===== src/csl_pkg.sv =====
// Purpose: Shared constants of the core status and link register block
// Assumes: 8-bit data path, 20-bit program counter, 16-bit code words
// Notes:   Register port offsets index 8-bit registers
package csl_pkg;

    // ------------------------------------------------------------
    // Register port offsets
    // ------------------------------------------------------------
    localparam logic [3:0] OFS_LINK_EXT  = 4'h0;
    localparam logic [3:0] OFS_LINK_HIGH = 4'h1;
    localparam logic [3:0] OFS_LINK_LOW  = 4'h2;
    localparam logic [3:0] OFS_CONTROL   = 4'h3;
    localparam logic [3:0] OFS_FLAG      = 4'h4;
    localparam logic [3:0] OFS_TBUF_HIGH = 4'h5;
    localparam logic [3:0] OFS_TBUF_LOW  = 4'h6;
    localparam logic [3:0] OFS_STATUS    = 4'h7;

    // ------------------------------------------------------------
    // Control register fields
    // ------------------------------------------------------------
    localparam int CTL_PAGE_SEL = 0;
    localparam int CTL_GIE      = 1;
    localparam int CTL_IDX_BANK = 2;
    localparam int CTL_GPR_LO   = 3;
    localparam int CTL_GPR_HI   = 4;
    localparam int CTL_STK_EXC  = 5;
    localparam int CTL_IRQ0_EN  = 6;
    localparam int CTL_IRQ1_EN  = 7;

    // ------------------------------------------------------------
    // Flag register fields
    // ------------------------------------------------------------
    localparam int FLG_CARRY = 0;
    localparam int FLG_OVF   = 1;
    localparam int FLG_ZERO  = 2;
    localparam int FLG_NEG   = 3;
    localparam int FLG_STACK = 4;
    localparam logic [7:0] FLG_WMASK = 8'h1f;

    // ------------------------------------------------------------
    // Index register slots
    // ------------------------------------------------------------
    localparam logic [1:0] IDX_PAGE = 2'h0;
    localparam logic [1:0] IDX_OFS0 = 2'h1;
    localparam logic [1:0] IDX_OFS1 = 2'h2;

    // ------------------------------------------------------------
    // Reset values
    // ------------------------------------------------------------
    localparam logic [7:0] CTL_RESET  = 8'h00;
    localparam logic [7:0] FLG_RESET  = 8'h00;
    localparam logic [7:0] DATA_RESET = 8'h00;
    localparam logic [2:0] SYNC_RESET = 3'h7;

endpackage : csl_pkg


===== src/csl_core_regs.sv =====
// Purpose: Control, flag, link, table and banked registers of the core
// Assumes: Program memory answers in the same cycle as prog_rd_q
// Notes:   Hardware updates win over software writes in the same cycle
//
// Chosen here: the plain strobed port and the placing of the registers.
module csl_core_regs #(
    parameter int unsigned ADDR_W = 4
) (
    // Clock and reset
    input  wire logic                clock,
    input  wire logic                resetn,
    // Register port
    input  wire logic [ADDR_W-1:0]   reg_addr,
    input  wire logic [7:0]          reg_wdata,
    input  wire logic                reg_wr,
    input  wire logic                reg_rd,
    output logic      [7:0]          reg_rdata_q,
    // Strap pin
    input  wire logic                small_space_n,
    // Sequencer instructions
    input  wire logic [19:0]         pc_in,
    input  wire logic                link_branch_instr,
    input  wire logic                link_return_instr,
    input  wire logic                prog_read_instr,
    input  wire logic                prog_read_inc_instr,
    input  wire logic                irq_return_instr,
    input  wire logic                irq_service,
    output logic                     pc_load_q,
    output logic      [19:0]         pc_load_val_q,
    // Program memory
    output logic      [19:0]         prog_addr_bus_q,
    output logic                     prog_rd_q,
    input  wire logic [15:0]         prog_data,
    output logic      [7:0]          table_buf_high_q,
    output logic      [7:0]          table_buf_low_q,
    // Interrupt and exception requests
    input  wire logic                nmi_req,
    input  wire logic                irq0_req,
    input  wire logic                irq1_req,
    input  wire logic                stack_fault_evt,
    output logic                     nmi_take_q,
    output logic                     irq0_take_q,
    output logic                     irq1_take_q,
    output logic                     stack_exc_q,
    // ALU flag update
    input  wire logic                alu_upd,
    input  wire logic                alu_upd_ovf,
    input  wire logic [7:0]          alu_result,
    input  wire logic                alu_carry_out,
    input  wire logic                alu_carry_in7,
    // General registers
    input  wire logic                gpr_we,
    input  wire logic [1:0]          gpr_wsel,
    input  wire logic [7:0]          gpr_wdata,
    input  wire logic [1:0]          gpr_rsel,
    output logic      [7:0]          gpr_rdata_q,
    // Index registers
    input  wire logic                idx_we,
    input  wire logic [1:0]          idx_wsel,
    input  wire logic [7:0]          idx_wdata,
    output logic      [7:0]          index_page_byte_q,
    output logic      [7:0]          idx_ofs0_q,
    output logic      [7:0]          idx_ofs1_q,
    output logic      [7:0]          direct_page_q,
    // Core state
    output logic      [7:0]          core_control_q,
    output logic      [7:0]          core_flag_q,
    output logic                     full_space_q
);

    // ------------------------------------------------------------
    // Elaboration check
    // ------------------------------------------------------------
    if (ADDR_W < 3 || ADDR_W > 8) begin : g_bad_addr
        $error("ADDR_W must lie between 3 and 8");
    end

    // ------------------------------------------------------------
    // State
    // ------------------------------------------------------------
    typedef struct packed {
        logic [2:0]             sync;
        logic                   full;
        logic [7:0]             ctl;
        logic [7:0]             flg;
        logic [3:0]             lext;
        logic [7:0]             lhigh;
        logic [7:0]             llow;
        logic [7:0]             table_buf_high;
        logic [7:0]             table_buf_low;
        logic                   pend;
        logic                   pend_inc;
        logic [15:0][7:0]       gpr;
        logic [1:0][2:0][7:0]   idx;
        logic [7:0]             rdata;
        logic                   pc_load;
        logic [19:0]            pc_val;
        logic [19:0]            pa;
        logic                   prd;
        logic                   nmi;
        logic                   irq0;
        logic                   irq1;
        logic                   stk;
        logic [7:0]             gpr_rd;
        logic [7:0]             ipage;
        logic [7:0]             iofs0;
        logic [7:0]             iofs1;
        logic [7:0]             dpage;
    } csl_state_t;

    csl_state_t s_q;
    csl_state_t s_d;

    // ------------------------------------------------------------
    // Helpers
    // ------------------------------------------------------------
    function automatic logic [3:0] gpr_slot(
        input logic [7:0] ctl,
        input logic [1:0] sel
    );
        gpr_slot = {ctl[csl_pkg::CTL_GPR_HI:csl_pkg::CTL_GPR_LO], sel};
    endfunction : gpr_slot

    function automatic logic [3:0] upper_nib(
        input logic       full,
        input logic [3:0] nib
    );
        upper_nib = full ? nib : 4'h0;
    endfunction : upper_nib

    // ------------------------------------------------------------
    // Next state
    // ------------------------------------------------------------
    logic [7:0] addr8;
    logic       ovf;
    logic       msb;

    assign addr8 = 8'(reg_addr);
    assign ovf   = alu_carry_in7 ^ alu_carry_out;
    assign msb   = alu_result[7];

    always_comb begin
        s_d         = s_q;
        s_d.pc_load = 1'b0;
        s_d.prd     = 1'b0;
        s_d.pend    = 1'b0;

        // Strap filter: change taken once two stages agree
        s_d.sync = {s_q.sync[1:0], small_space_n};
        if (s_q.sync[1] == s_q.sync[2]) begin
            s_d.full = s_q.sync[2];
        end

        // Software writes
        if (reg_wr) begin
            case (addr8)
                8'(csl_pkg::OFS_LINK_EXT): s_d.lext = reg_wdata[3:0];
                8'(csl_pkg::OFS_LINK_HIGH): s_d.lhigh = reg_wdata;
                8'(csl_pkg::OFS_LINK_LOW): s_d.llow = reg_wdata;
                8'(csl_pkg::OFS_CONTROL): s_d.ctl = reg_wdata;
                8'(csl_pkg::OFS_FLAG): begin
                    s_d.flg = reg_wdata & csl_pkg::FLG_WMASK;
                end
                default: begin
                end
            endcase
        end

        // Link-and-branch and link-return
        if (link_branch_instr) begin
            s_d.llow  = pc_in[7:0];
            s_d.lhigh = pc_in[15:8];
            if (s_q.full) begin
                s_d.lext = pc_in[19:16];
            end
        end
        if (link_return_instr) begin
            s_d.pc_load = 1'b1;
            s_d.pc_val  = {upper_nib(s_q.full, s_q.lext),
                           s_q.lhigh, s_q.llow};
        end

        // Program memory address and table reads
        s_d.pa = {upper_nib(s_d.full, pc_in[19:16]), pc_in[15:0]};
        if (prog_read_instr || prog_read_inc_instr) begin
            s_d.prd      = 1'b1;
            s_d.pend     = 1'b1;
            s_d.pend_inc = prog_read_inc_instr;
            s_d.pa       = {upper_nib(s_d.full, s_q.lext),
                            s_q.lhigh, s_q.llow};
        end
        if (s_q.pend) begin
            s_d.table_buf_high = prog_data[15:8];
            s_d.table_buf_low = prog_data[7:0];
            if (s_q.pend_inc) begin
                s_d.llow = s_q.llow + 8'h01;
            end
        end

        // Global interrupt enable housekeeping
        if (irq_return_instr) begin
            s_d.ctl[csl_pkg::CTL_GIE] = 1'b1;
        end
        if (irq_service) begin
            s_d.ctl[csl_pkg::CTL_GIE] = 1'b0;
        end

        // Interrupt and exception gating
        s_d.nmi  = nmi_req;
        s_d.irq0 = irq0_req && s_q.ctl[csl_pkg::CTL_GIE]
                   && s_q.ctl[csl_pkg::CTL_IRQ0_EN];
        s_d.irq1 = irq1_req && s_q.ctl[csl_pkg::CTL_GIE]
                   && s_q.ctl[csl_pkg::CTL_IRQ1_EN];
        s_d.stk  = stack_fault_evt
                   && s_q.ctl[csl_pkg::CTL_STK_EXC];

        // ALU flags
        if (alu_upd) begin
            s_d.flg[csl_pkg::FLG_CARRY] = alu_carry_out;
            s_d.flg[csl_pkg::FLG_ZERO]  = (alu_result == 8'h00);
            if (alu_upd_ovf) begin
                s_d.flg[csl_pkg::FLG_OVF] = ovf;
                s_d.flg[csl_pkg::FLG_NEG] = ovf ^ msb;
            end else begin
                s_d.flg[csl_pkg::FLG_NEG] = msb;
            end
        end
        if (stack_fault_evt) begin
            s_d.flg[csl_pkg::FLG_STACK] = 1'b1;
        end

        // General registers, current bank only
        if (gpr_we) begin
            s_d.gpr[gpr_slot(s_q.ctl, gpr_wsel)] = gpr_wdata;
        end
        s_d.gpr_rd = s_d.gpr[gpr_slot(s_d.ctl, gpr_rsel)];

        // Index registers, current bank only
        if (idx_we && idx_wsel != 2'h3) begin
            s_d.idx[s_q.ctl[csl_pkg::CTL_IDX_BANK]][idx_wsel] = idx_wdata;
        end
        s_d.ipage = s_d.idx[s_d.ctl[csl_pkg::CTL_IDX_BANK]][csl_pkg::IDX_PAGE];
        s_d.iofs0 = s_d.idx[s_d.ctl[csl_pkg::CTL_IDX_BANK]][csl_pkg::IDX_OFS0];
        s_d.iofs1 = s_d.idx[s_d.ctl[csl_pkg::CTL_IDX_BANK]][csl_pkg::IDX_OFS1];
        s_d.dpage = s_d.ctl[csl_pkg::CTL_PAGE_SEL] ? s_d.ipage
                                                   : 8'h00;

        // Register read data, valid the cycle after the strobe
        s_d.rdata = 8'h00;
        if (reg_rd) begin
            case (addr8)
                8'(csl_pkg::OFS_LINK_EXT): s_d.rdata = {4'h0, s_q.lext};
                8'(csl_pkg::OFS_LINK_HIGH): s_d.rdata = s_q.lhigh;
                8'(csl_pkg::OFS_LINK_LOW): s_d.rdata = s_q.llow;
                8'(csl_pkg::OFS_CONTROL): s_d.rdata = s_q.ctl;
                8'(csl_pkg::OFS_FLAG): begin
                    s_d.rdata = s_q.flg & csl_pkg::FLG_WMASK;
                end
                8'(csl_pkg::OFS_TBUF_HIGH): s_d.rdata = s_q.table_buf_high;
                8'(csl_pkg::OFS_TBUF_LOW): s_d.rdata = s_q.table_buf_low;
                8'(csl_pkg::OFS_STATUS): s_d.rdata = {7'h00, s_q.full};
                default: s_d.rdata = 8'h00;
            endcase
        end
    end

    // ------------------------------------------------------------
    // State register
    // ------------------------------------------------------------
    always_ff @(posedge clock or negedge resetn) begin
        if (!resetn) begin
            s_q          <= '0;
            s_q.sync     <= csl_pkg::SYNC_RESET;
            s_q.full     <= 1'b1;
            s_q.ctl      <= csl_pkg::CTL_RESET;
            s_q.flg      <= csl_pkg::FLG_RESET;
            s_q.rdata    <= csl_pkg::DATA_RESET;
        end else begin
            s_q <= s_d;
        end
    end

    // ------------------------------------------------------------
    // Outputs
    // ------------------------------------------------------------
    assign reg_rdata_q       = s_q.rdata;
    assign pc_load_q         = s_q.pc_load;
    assign pc_load_val_q     = s_q.pc_val;
    assign prog_addr_bus_q   = s_q.pa;
    assign prog_rd_q         = s_q.prd;
    assign table_buf_high_q  = s_q.table_buf_high;
    assign table_buf_low_q   = s_q.table_buf_low;
    assign nmi_take_q        = s_q.nmi;
    assign irq0_take_q       = s_q.irq0;
    assign irq1_take_q       = s_q.irq1;
    assign stack_exc_q       = s_q.stk;
    assign gpr_rdata_q       = s_q.gpr_rd;
    assign index_page_byte_q = s_q.ipage;
    assign idx_ofs0_q        = s_q.iofs0;
    assign idx_ofs1_q        = s_q.iofs1;
    assign direct_page_q     = s_q.dpage;
    assign core_control_q    = s_q.ctl;
    assign core_flag_q       = s_q.flg & csl_pkg::FLG_WMASK;
    assign full_space_q      = s_q.full;

endmodule : csl_core_regs


===== config.mk =====
export PLATFORM = sky130hd
export DESIGN_NAME = csl_core_regs
export DESIGN_NICKNAME = d
export VERILOG_FILES = /design/src/csl_pkg.sv /design/src/csl_core_regs.sv
export SDC_FILE = /design/constraint.sdc
export NUM_CORES = 1
export LEC_CHECK = 0
export BUFFER_PORTS_ARGS = -buffer_cell sky130_fd_sc_hd__buf_2
export CAP_MARGIN = 20
export CORE_MARGIN = 2
export CORE_UTILIZATION = 35
export CTS_CLUSTER_SIZE = 12
export DETAILED_ROUTE_END_ITERATION = 8
export SYNTH_ARGS = -nofsm -noshare
export SYNTH_HDL_FRONTEND = slang
export SYNTH_SLANG_ARGS = --single-unit

===== constraint.sdc =====
create_clock -name clock -period 2 [get_ports clock]
set_clock_uncertainty 0.1 [all_clocks]
set_input_delay 0.3 -clock clock [delete_from_list [all_inputs] [get_ports clock]]
set_output_delay 0.3 -clock clock [all_outputs]
set_load 0.005 [all_outputs]

Word-level counts from Yosys, hierarchy flattened
Index checks and enable logic that the tools add are counted.
Word-level totals
  output and inout port bits: 127
  logic and storage cells: 136
  register bits after elaboration: 325
Cells by class
  muxes and demuxes: 40
  eq/ne operators: 9
  add/sub/neg operators: 1
  bitwise logic cells: 2
  magnitude comparators: 8
  reductions and logical operators: 25
Operators by type and width (number)
  128-bit bitwise mux: 1
  128-bit 2-to-1 mux: 1
  24-bit 2-to-1 mux: 4
  8-bit 2-to-1 mux: 8
  8-bit one-hot mux with 8 select lines: 1
  48-bit bitwise mux: 1
  48-bit 2-to-1 mux: 1
  21-bit 2-to-1 mux: 2
  33-bit 2-to-1 mux: 1
  8-bit binary-select mux with 4-bit select: 1
  8-bit demux with 4-bit select: 1
  24-bit demux with 1-bit select: 1
  4-bit 2-to-1 mux: 6
  20-bit 2-to-1 mux: 1
  8-bit demux with 2-bit select: 1
  4-bit by 3-bit == test with 1-bit output (second input constant): 4
  8-bit logical NOT: 2
  2-bit nonzero test: 6
  4-bit by 5-bit < comparator with 1-bit output (second input constant): 2
  5-bit 2-to-1 mux: 2
  2-bit AND reduction: 5
  1-bit logical AND: 9
  8-bit by 1-bit adder with 8-bit output (second input constant): 1
  4-bit by 2-bit == test with 1-bit output (second input constant): 2
  13 further kinds: 21

Longest topological paths before layout
Gate-level depths: netlist (run 1).
  depth in word-level cells: 11
  gate-level depth with buffers: 9
  mapped depth without buffers: 7

Worst setup path before layout (run 1)
Ideal clock, no wire load.
  kind: flip-flop to flip-flop
  from: register s_q (netlist bit core_control_q[2])
  to: register s_q (netlist bit direct_page_q[5])
  period minus slack after synthesis: 2054 ps
  data required time: 1781 ps
  library setup time: 119 ps
  path slack: -54 ps
  stages on the path, launching flop included: 6
  arrival time: 1835 ps
  buffers on the path: 0
  cell sequence: dfrtp_1 nand2b_1 nor3_2 mux2_2 mux2_1 and2_1
RTL lines
  from (decl): RTL line csl_core_regs.sv:111  | csl_state_t s_q;

==> summary.md, run 1 <==
| Metric | Value |
|---|---|
| Status | complete, but fails checks |
| Failing checks | setup timing |
| Met1 usage | 0.2545 |
| Hold Fails Final Rpt | 0 |
| Sequence of cells on the critical path | or3b_1 -> buf_6 -> o21ai_4 -> buf_6 -> o22ai_2 -> nor3_2 -> nor3_2 -> a311oi_1 |
| Worst slew pin tran | 0.7395 ns |
| Hold Crit Class | in -> reg |
| Post-Synthesis Cell Area | 0.01532 mm^2 |
| Largest stage delay on the critical path | 0.43 ns |
| Gate power share | 0.242 |
| Fin crit period | 2.190 ns |
| Nets | about 1,700 |
| Largest net degree at the start of global routing | 57 |
| Synth cell types | 59 |
| DP HPWL | 31,370 um |
| Via density | 5.024 |
| Max VDD drop | 0.0007642 V |
| Flops & latches, synth | 324 |
| WP data arrival | between 2 and 3 ns |
| Pwr dens | about 1100 mW/mm^2 |
| WP data required | 2.34 ns |
| Average cell area after synthesis | 11.47 um^2 |
| Vias in the first global route | around 11,000 |
| Most used routing layer | met2 |
| Mapped Cells | 1,336 |
| R2R Setup Slk | -0.19 ns |
| DR vias | 11,210 |
| EDFF count, synth | 0 |
| Clock share of power | 0.316 |
| Num rows | 76 |
| Final ANT Viol Nets | 0 |
| Clock buffer depth | 3 |
| Switching portion of total power | 0.2957 |
| Post-Synth Adder-Cell Area | 0.0008165 |
| Met2 usage | 0.3184 |
| Setup violations, final | 8 |
| Total GRT Usage | 0.1935 |
| Antenna cells | 0 |
| Die height | 213.2 um |
| F_max | between 400 and 500 MHz |
| Worst-skew pair later-pin latency | ~0.57 ns |
| Clock Sinks | approximately 320 |
| Fin. max-slew vios | 0 |
| RSZ-0062 raised after global routing | yes |
| WL/cell | 19.81 um |
| Max-slew headroom | 0.5065 |
| Root Buffer | clkbuf_16 |
| Proportion of layout cells with a drive suffix above 1 | 0.4329 |
| First-pass GRT wire length | 66,990 um |
| # fillers | 4,049 |
| Xor/xnor share of the synthesized area | 0.005716 |
| CP Capture Type | flop |
| Max FO, Critical Path | 6 |
| Initial antenna violation count | 2 |
| CTS buffer count | 38 |
| Post-placement cell area | 0.01714 mm^2 |
| Max Cap Viol | 0 |
| Final WL | roughly 44,000 um |
| Die width | 213.2 um |
| Reg power frac | 0.441 |
| Multi-input combinational cell area | 0.006203 mm^2 |
| Area Growth Syn to Fin | 26.53% |
| Psw | 6.448 mW |
| TritonCTS clock tree | done |
| Synth Area in Simple Gates | 0.1106 |
| WS Path Type | reg -> reg |
| CORE AREA | 0.04317 mm^2 |
| Synth Warn # | 0 |
| Combinational family with the most area after synthesis | multiplexers |
| DR pass1 iterations | 5 |
| Grt met3 use | 0.04295 |
| Synth Area in Compound Gates | 0.06916 |
| Total Power | 21.81 mW |
| Internal | 15.36 mW |
| Leak pwr | 8.944 nW |
| GRT overflow | 0 |
| Period utilization | 1.095 |
| DIE AREA | 0.04547 mm^2 |
| Slowest cell on the critical path | dfrtp_1 |
| Drc violations | 0 |
| Initial Util | 0.3549 |
| Setup WS post-layout | -0.1897 ns |
| Startpoint types | flop |
| Initial drt markers | 654 |
| Num ports | 226 |
| Asr flop ratio synth | 1.000 |
| Fin area | 0.01939 mm^2 |
| Top FF cell, synth | dfrtp_1 |
| Post-synthesis mux area share | 0.2011 |
| Sequential-to-total area share from yosys stat | 0.5294 |
| Area of all sequential standard cells | 0.008113 mm^2 |
| Htree depth | 2 |
| Reg clk slew, reported paths | 0.06 ns |
| Port bufs | between 200 and 250 |
| GP Congestion | 0.9216 |
-- critical path: cells and delay by family, from the launching register on --
family	cells	cell delay [ns]
AND/OR/NAND/NOR	3	0.69
AO/OA/AOI/OAI	3	0.54
flip-flops	1	0.43
buffers and inverters	2	0.30
-- final cells by class --
cell class | count | share of cell area
clock buffers | 56 | 0.05769
clock inverters | 13 | 0.007615
inverters | 15 | 0.003033
multi-input cells | 806 | 0.3200
flip-flops and latches | 324 | 0.4184
well taps | 585 | 0.03775
repair buffers | 433 | 0.1555
-- timing repair --
item	4_1_cts	5_1_grt
setup buffers	6	3
resized for setup	40	20
endpoints found under the hold margin	416	0
hold buffers	64	0
pin swaps	21	11
setup endpoints to repair	15	49
-- power groups by stage --
stage | Clock, mW | Sequential (mW) | Combinational [mW]
final | 6.90 | 9.62 | 5.29
after global routing | 7.38 | 9.81 | 5.78
after CTS | 7.10 | 9.60 | 5.24
after detailed placement | 0 | 9.68 | 4.98
after global placement | 0 | 9.63 | 4.89
after floorplan | 0 | 9.20 | 3.81
-- routing by layer --
| metal | share of wire | wire [um] | up-vias |
|---|---|---|---|
| li1 | - | - | 5161 |
| met1 | 0.44 | 19540 | 5605 |
| met2 | 0.47 | 20820 | 366 |
| met3 | 0.063 | 2798 | 78 |
| met4 | 0.023 | 1028 | 4 |
| met5 | 0.00057 | 25 | - |
-- synthesized netlist by cell type, types with 5 or more instances --
library cell,number,area (um^2)
a21oi_1,16,80.08
a22oi_1,7,52.55
and2_1,12,75.07
and3_1,6,37.54
buf_1,7,26.28
buf_2,16,80.08
buf_4,123,923.4
clkbuf_1,45,168.9
dfrtp_1,320,8008
inv_1,13,48.80
mux2_1,35,394.1
mux2_2,209,2354
mux2i_1,32,320.3
nand2_1,92,345.3
nand2b_1,11,68.82
nand3_1,18,90.09
nor2_1,98,367.9
nor3_1,76,380.4
nor4_2,5,62.56
o21ai_0,37,185.2
o21ai_1,10,50.05
o21ai_2,5,43.79
o22ai_1,68,425.4
xnor2_1,7,61.31
-- layout by cell type (no fill, tap or decap), drive strengths merged, types with 2 or more instances in the layout --
master	n
conb	3
and2	12
nor4	7
a32oi	3
inv	15
clkinv	8
dlygate4sd3	64
clkinvlp	4
dfrtp	320
a22o	2
nand3b	4
xor2	3
clkbuf	56
or3	4
a22oi	7
buf	369
nor3b	4
dfstp	4
o21ai	56
nor2b	3
xnor2	7
mux2	244
or2	5
o22ai	68
nand4b	3
a21oi	16
and3	6
nand3	19
o32ai	2
a21o	2
mux2i	33
nor3	78
nand2	92
a311oi	4
nand2b	11
nor2	100
-- cell families (layout without fill, tap and decap cells) --
logic type                 count (synthesis)  count (layout)
muxes                                    277             277
AOI/OAI and AO/OA                        165             165
other                                      1               3
adders and majority gates                  1               1
xor gates and xnor gates                  10              10
buffers and inverters                    208             517
DFF                                      324             324
and+or+nand+nor                          350             350
-- final timing paths --
check / start / to / depth (start not counted)
setup / recovery: core_control_q[3]$_DFF_PN0_ / gpr_rdata_q[2]$_DFF_PN0_ / 8
hold reg to reg: s_d[326]$_DFF_PN1_ / s_d[327]$_DFF_PN1_ / 0
hold / removal: reg_wdata[0] / s_q[304]$_DFF_PN0_ / 3
min in group asynchronous: resetn / core_flag_q[1]$_DFF_PN0_ / 2
setup reg to reg: core_control_q[3]$_DFF_PN0_ / gpr_rdata_q[2]$_DFF_PN0_ / 8
max in group asynchronous: resetn / s_q[156]$_DFF_PN0_ / 3
-- flip-flops by register name, summed over array words and instances, names as in the netlist --
register / count
index_page_byte_q: 8
direct_page_q: 8
s_q: 199
gpr_rdata_q: 8
core_control_q: 8
irq0_take_q: 1
stack_exc_q: 1
reg_rdata_q: 8
prog_addr_bus_q: 20
irq1_take_q: 1
idx_ofs1_q: 8
s_d: 2
pc_load_val_q: 20
table_buf_high_q: 8
nmi_take_q: 1
idx_ofs0_q: 8
core_flag_q: 5
pc_load_q: 1
table_buf_low_q: 8
full_space_q: 1
-- stage by stage --
step / utilization / instances / setup slack (ns) / setup TNS, ns / hold slack (ns)
floorplan: - / 1338 / 0.004714 / 0 / -0.09559
global route: 0.4491 / 2232 / -0.2690 / -1.941 / 0.01627
detailed placement: 0.3969 / 2090 / -0.3487 / -2.650 / 0.1563
finish: 0.4491 / 2232 / -0.1897 / -1.085 / 0.03947
CTS: 0.4464 / 2229 / -0.1323 / -0.8313 / 0.0006454
global placement: 0.3969 / 2090 / -0.3183 / -2.454 / 0.1485
No activity file was read; power rests on OpenSTA's default activity.
==> run 2, diff against run 1 <==
--- a/config.mk
+++ b/config.mk
@@ -8,9 +8,10 @@
 export BUFFER_PORTS_ARGS = -buffer_cell sky130_fd_sc_hd__buf_2
 export CAP_MARGIN = 20
 export CORE_MARGIN = 2
-export CORE_UTILIZATION = 35
+export CORE_UTILIZATION = 50
 export CTS_CLUSTER_SIZE = 12
 export DETAILED_ROUTE_END_ITERATION = 8
+export PLACE_DENSITY = 0.74
 export SYNTH_ARGS = -nofsm -noshare
 export SYNTH_HDL_FRONTEND = slang
 export SYNTH_SLANG_ARGS = --single-unit
==> run 2 against run 1 <==
  * The run still ends with setup timing left
  * First-iteration DRC count rose by 51%
  * Die area is 29% lower
  * Total power is 0.28% lower
  * Setup slack got worse by 0.0029 ns
  * Critical endpoint is now gpr_rdata_q[7]$_DFF_PN0_
==> summary.md, run 2 (synthesis results as in run 1) <==
| Metric | Value |
|---|---|
| WP data arrival | 2.52 ns (about the same) |
| Max Cap Viol | 0 (unchanged) |
| Worst-skew pair later-pin latency | 0.52 ns (-0.05 ns) |
| Commonest non-fill, non-tap cell in the layout | dfrtp_1 |
| Htree depth | 2 (unchanged) |
| GP Congestion | 0.9460 (+2.6%) |
| GRT overflow | 0 (unchanged) |
| Num rows | 64 (-16%) |
| Setup WS post-layout | -0.1926 ns (-0.002902 ns) |
| Largest net degree at the start of global routing | 70 (+23%) |
| Status | complete, but fails checks |
| Final WL | 42,840 um (-3.1%) |
| Startpoint types | flop |
| WP data required | 2.33 ns (about the same) |
| Root Buffer | clkbuf_16 |
| DIE AREA | 0.03206 mm^2 (-29%) |
| Hold Crit Class | in -> reg |
| First-pass GRT wire length | 64,770 um (-3.3%) |
| Number of flip-flops in the largest register | 199 (unchanged) |
| Vias in the first global route | 11,680 (+1.8%) |
| Nets | 1,702 (-0.93%) |
| Drc violations | 0 (unchanged) |
| DP HPWL | 28,220 um (-10%) |
| Fin crit period | 2.193 ns (+0.002902 ns) |
| Failing checks | setup timing |
| Max FO, Critical Path | 8 (+2) |
| Post-Route Utilization | 0.6293 (+0.1802) |
| Via density | 5.594 (+11%) |
| Pwr dens | 1139 mW/mm^2 (+1.2%) |
| Initial antenna violation count | 2 (unchanged) |
| Area Growth Syn to Fin | 24.63% |
| WS Path Type | reg -> reg |
| Biggest register | s_q |
| Buf/Inv on CP | 1 (-1) |
| Worst slew pin tran | 0.7093 ns (-0.03018 ns) |
| Total Power | 21.75 mW (-0.28%) |
| Fin. max-slew vios | 0 (unchanged) |
| DR pass1 iterations | 5 (unchanged) |
| RSZ-0062 raised after global routing | yes |
| DR vias | 11,340 (+1.1%) |
| Port bufs | 222 (unchanged) |
| Final ANT Viol Nets | 0 (unchanged) |
| Sequence of cells on the critical path | or3b_4 -> buf_6 -> o21ai_4 -> o22ai_1 -> nor3_1 -> nor3_1 -> nor4_2 |
| Die width | 179.1 um (-16%) |
| Slowest cell on the critical path | dfrtp_2 |
| Setup violations, final | 8 (unchanged) |
| F_max | 456.1 MHz (-0.13%) |
| Proportion of layout cells with a drive suffix above 1 | 0.4463 (+0.01338) |
| # fillers | 2,317 (-43%) |
| Most frequent cells in the layout | dfrtp_1 (318), buf_2 (221), mux2_2 (199) |
| Largest stage delay on the critical path | 0.48 ns (+0.05 ns) |
| Initial Util | 0.5049 (+0.1500) |
| Period utilization | 1.096 (+0.001451) |
| Num ports | 226 (unchanged) |
| WL/cell | 21.14 um (+6.7%) |
| Hold Fails Final Rpt | 0 (unchanged) |
| TritonCTS clock tree | done |
| Leak pwr | 8.907 nW (-0.42%) |
| Cell total after placement | 1,894 (-9.4%) |
| Max VDD drop | 0.0007382 V (-3.4%) |
| CTS buffer count | 36 (-5.3%) |
| Clock Sinks | 324 (unchanged) |
| Cell Count, Final, Fillers Out | 2,027 (-9.2%) |
| Initial drt markers | 987 (+51%) |
| Max-slew headroom | 0.5271 (+0.02066) |
| Reg clk slew, reported paths | 0.07 ns (about the same) |
| CP dominant cell by count | nor3_1 |
| Total GRT Usage | 0.2622 (+0.06867) |
| CORE AREA | 0.03035 mm^2 (-30%) |
| Clock buffer depth | 3 (unchanged) |
| Crit-path leading delay family | simple AND/OR/NAND/NOR gates |
| Die height | 179.1 um (-16%) |
| CP Capture Type | flop |
-- run 2: repair_timing --
| action | CTS | global route |
|---|---|---|
| hold buffers | 54 | 0 |
| buffers inserted | 7 | 5 |
| endpoints found under the hold margin | 178 | 0 |
| cloned | 0 | 0 |
| pin swaps | 13 | 15 |
| endpoints found under the setup margin | 8 | 39 |
| gates resized for setup | 42 | 58 |
-- run 2: routing by layer --
layer	vias to the layer above	global-route usage	wire [um]
li1	5104	-	-
met2	486	0.4340	20870
met5	-	0	0
met1	5645	0.3461	17880
met3	104	0.03923	2613
met4	0	0.1077	1481
-- run 2: per-stage QoR --
step / setup TNS (ns) / instance area, um^2 / hold slack (ns) / worst slack, ns
after global placement: -3.472 / 16840 / 0.1303 / -0.3666
after detailed placement: -2.964 / 16840 / 0.1337 / -0.3544
after CTS: -0.6292 / 18780 / 0.002641 / -0.1194
final: -1.043 / 19100 / 0.01092 / -0.1926
after global routing: -1.763 / 19100 / 0.01523 / -0.2622
after floorplan: 0 / 15340 / -0.09559 / 0.004714
-- run 2: worst reg2reg max path: stages (launching register included) --
cell and delay (ns):
dfrtp_2 0.48, or3b_4 0.42, buf_6 0.15, o21ai_4 0.25, o22ai_1 0.13, nor3_1 0.18
nor3_1 0.10, nor4_2 0.30
-- run 2: layout make-up --
class / count / area (um^2) / share of cell area
multi-input cells: 806 / 6367 / 0.3334
clock buffers: 57 / 1091 / 0.05713
clock inverters: 8 / 76.32 / 0.003996
flip-flops and latches: 324 / 8115 / 0.4249
inverters: 15 / 58.81 / 0.003079
well taps: 396 / 495.5 / 0.02594
diodes: 2 / 5.005 / 0.0002621
repair buffers: 419 / 2889 / 0.1513
-- run 2: path summary, 6_finish.rpt --
kind,start,to,slack [ns],cells past startpoint
setup / recovery,core_control_q[3]$_DFF_PN0_,gpr_rdata_q[7]$_DFF_PN0_,-0.19,7
hold / removal,idx_wdata[5],s_q[123]$_DFF_PN0_,0.01,2
setup reg to reg,core_control_q[3]$_DFF_PN0_,gpr_rdata_q[7]$_DFF_PN0_,-0.19,7
hold reg to reg,s_d[326]$_DFF_PN1_,s_d[327]$_DFF_PN1_,0.26,0
max in group asynchronous,resetn,table_buf_low_q[0]$_DFFE_PN0P_,0.89,3
min in group asynchronous,resetn,s_q[107]$_DFF_PN0_,0.17,2
-- run 2: power breakdown --
group,switching [mW],total [mW],internal [mW]
clock network,2.66,6.54,3.88
registers,1.20,9.69,8.49
logic,2.54,5.52,2.98
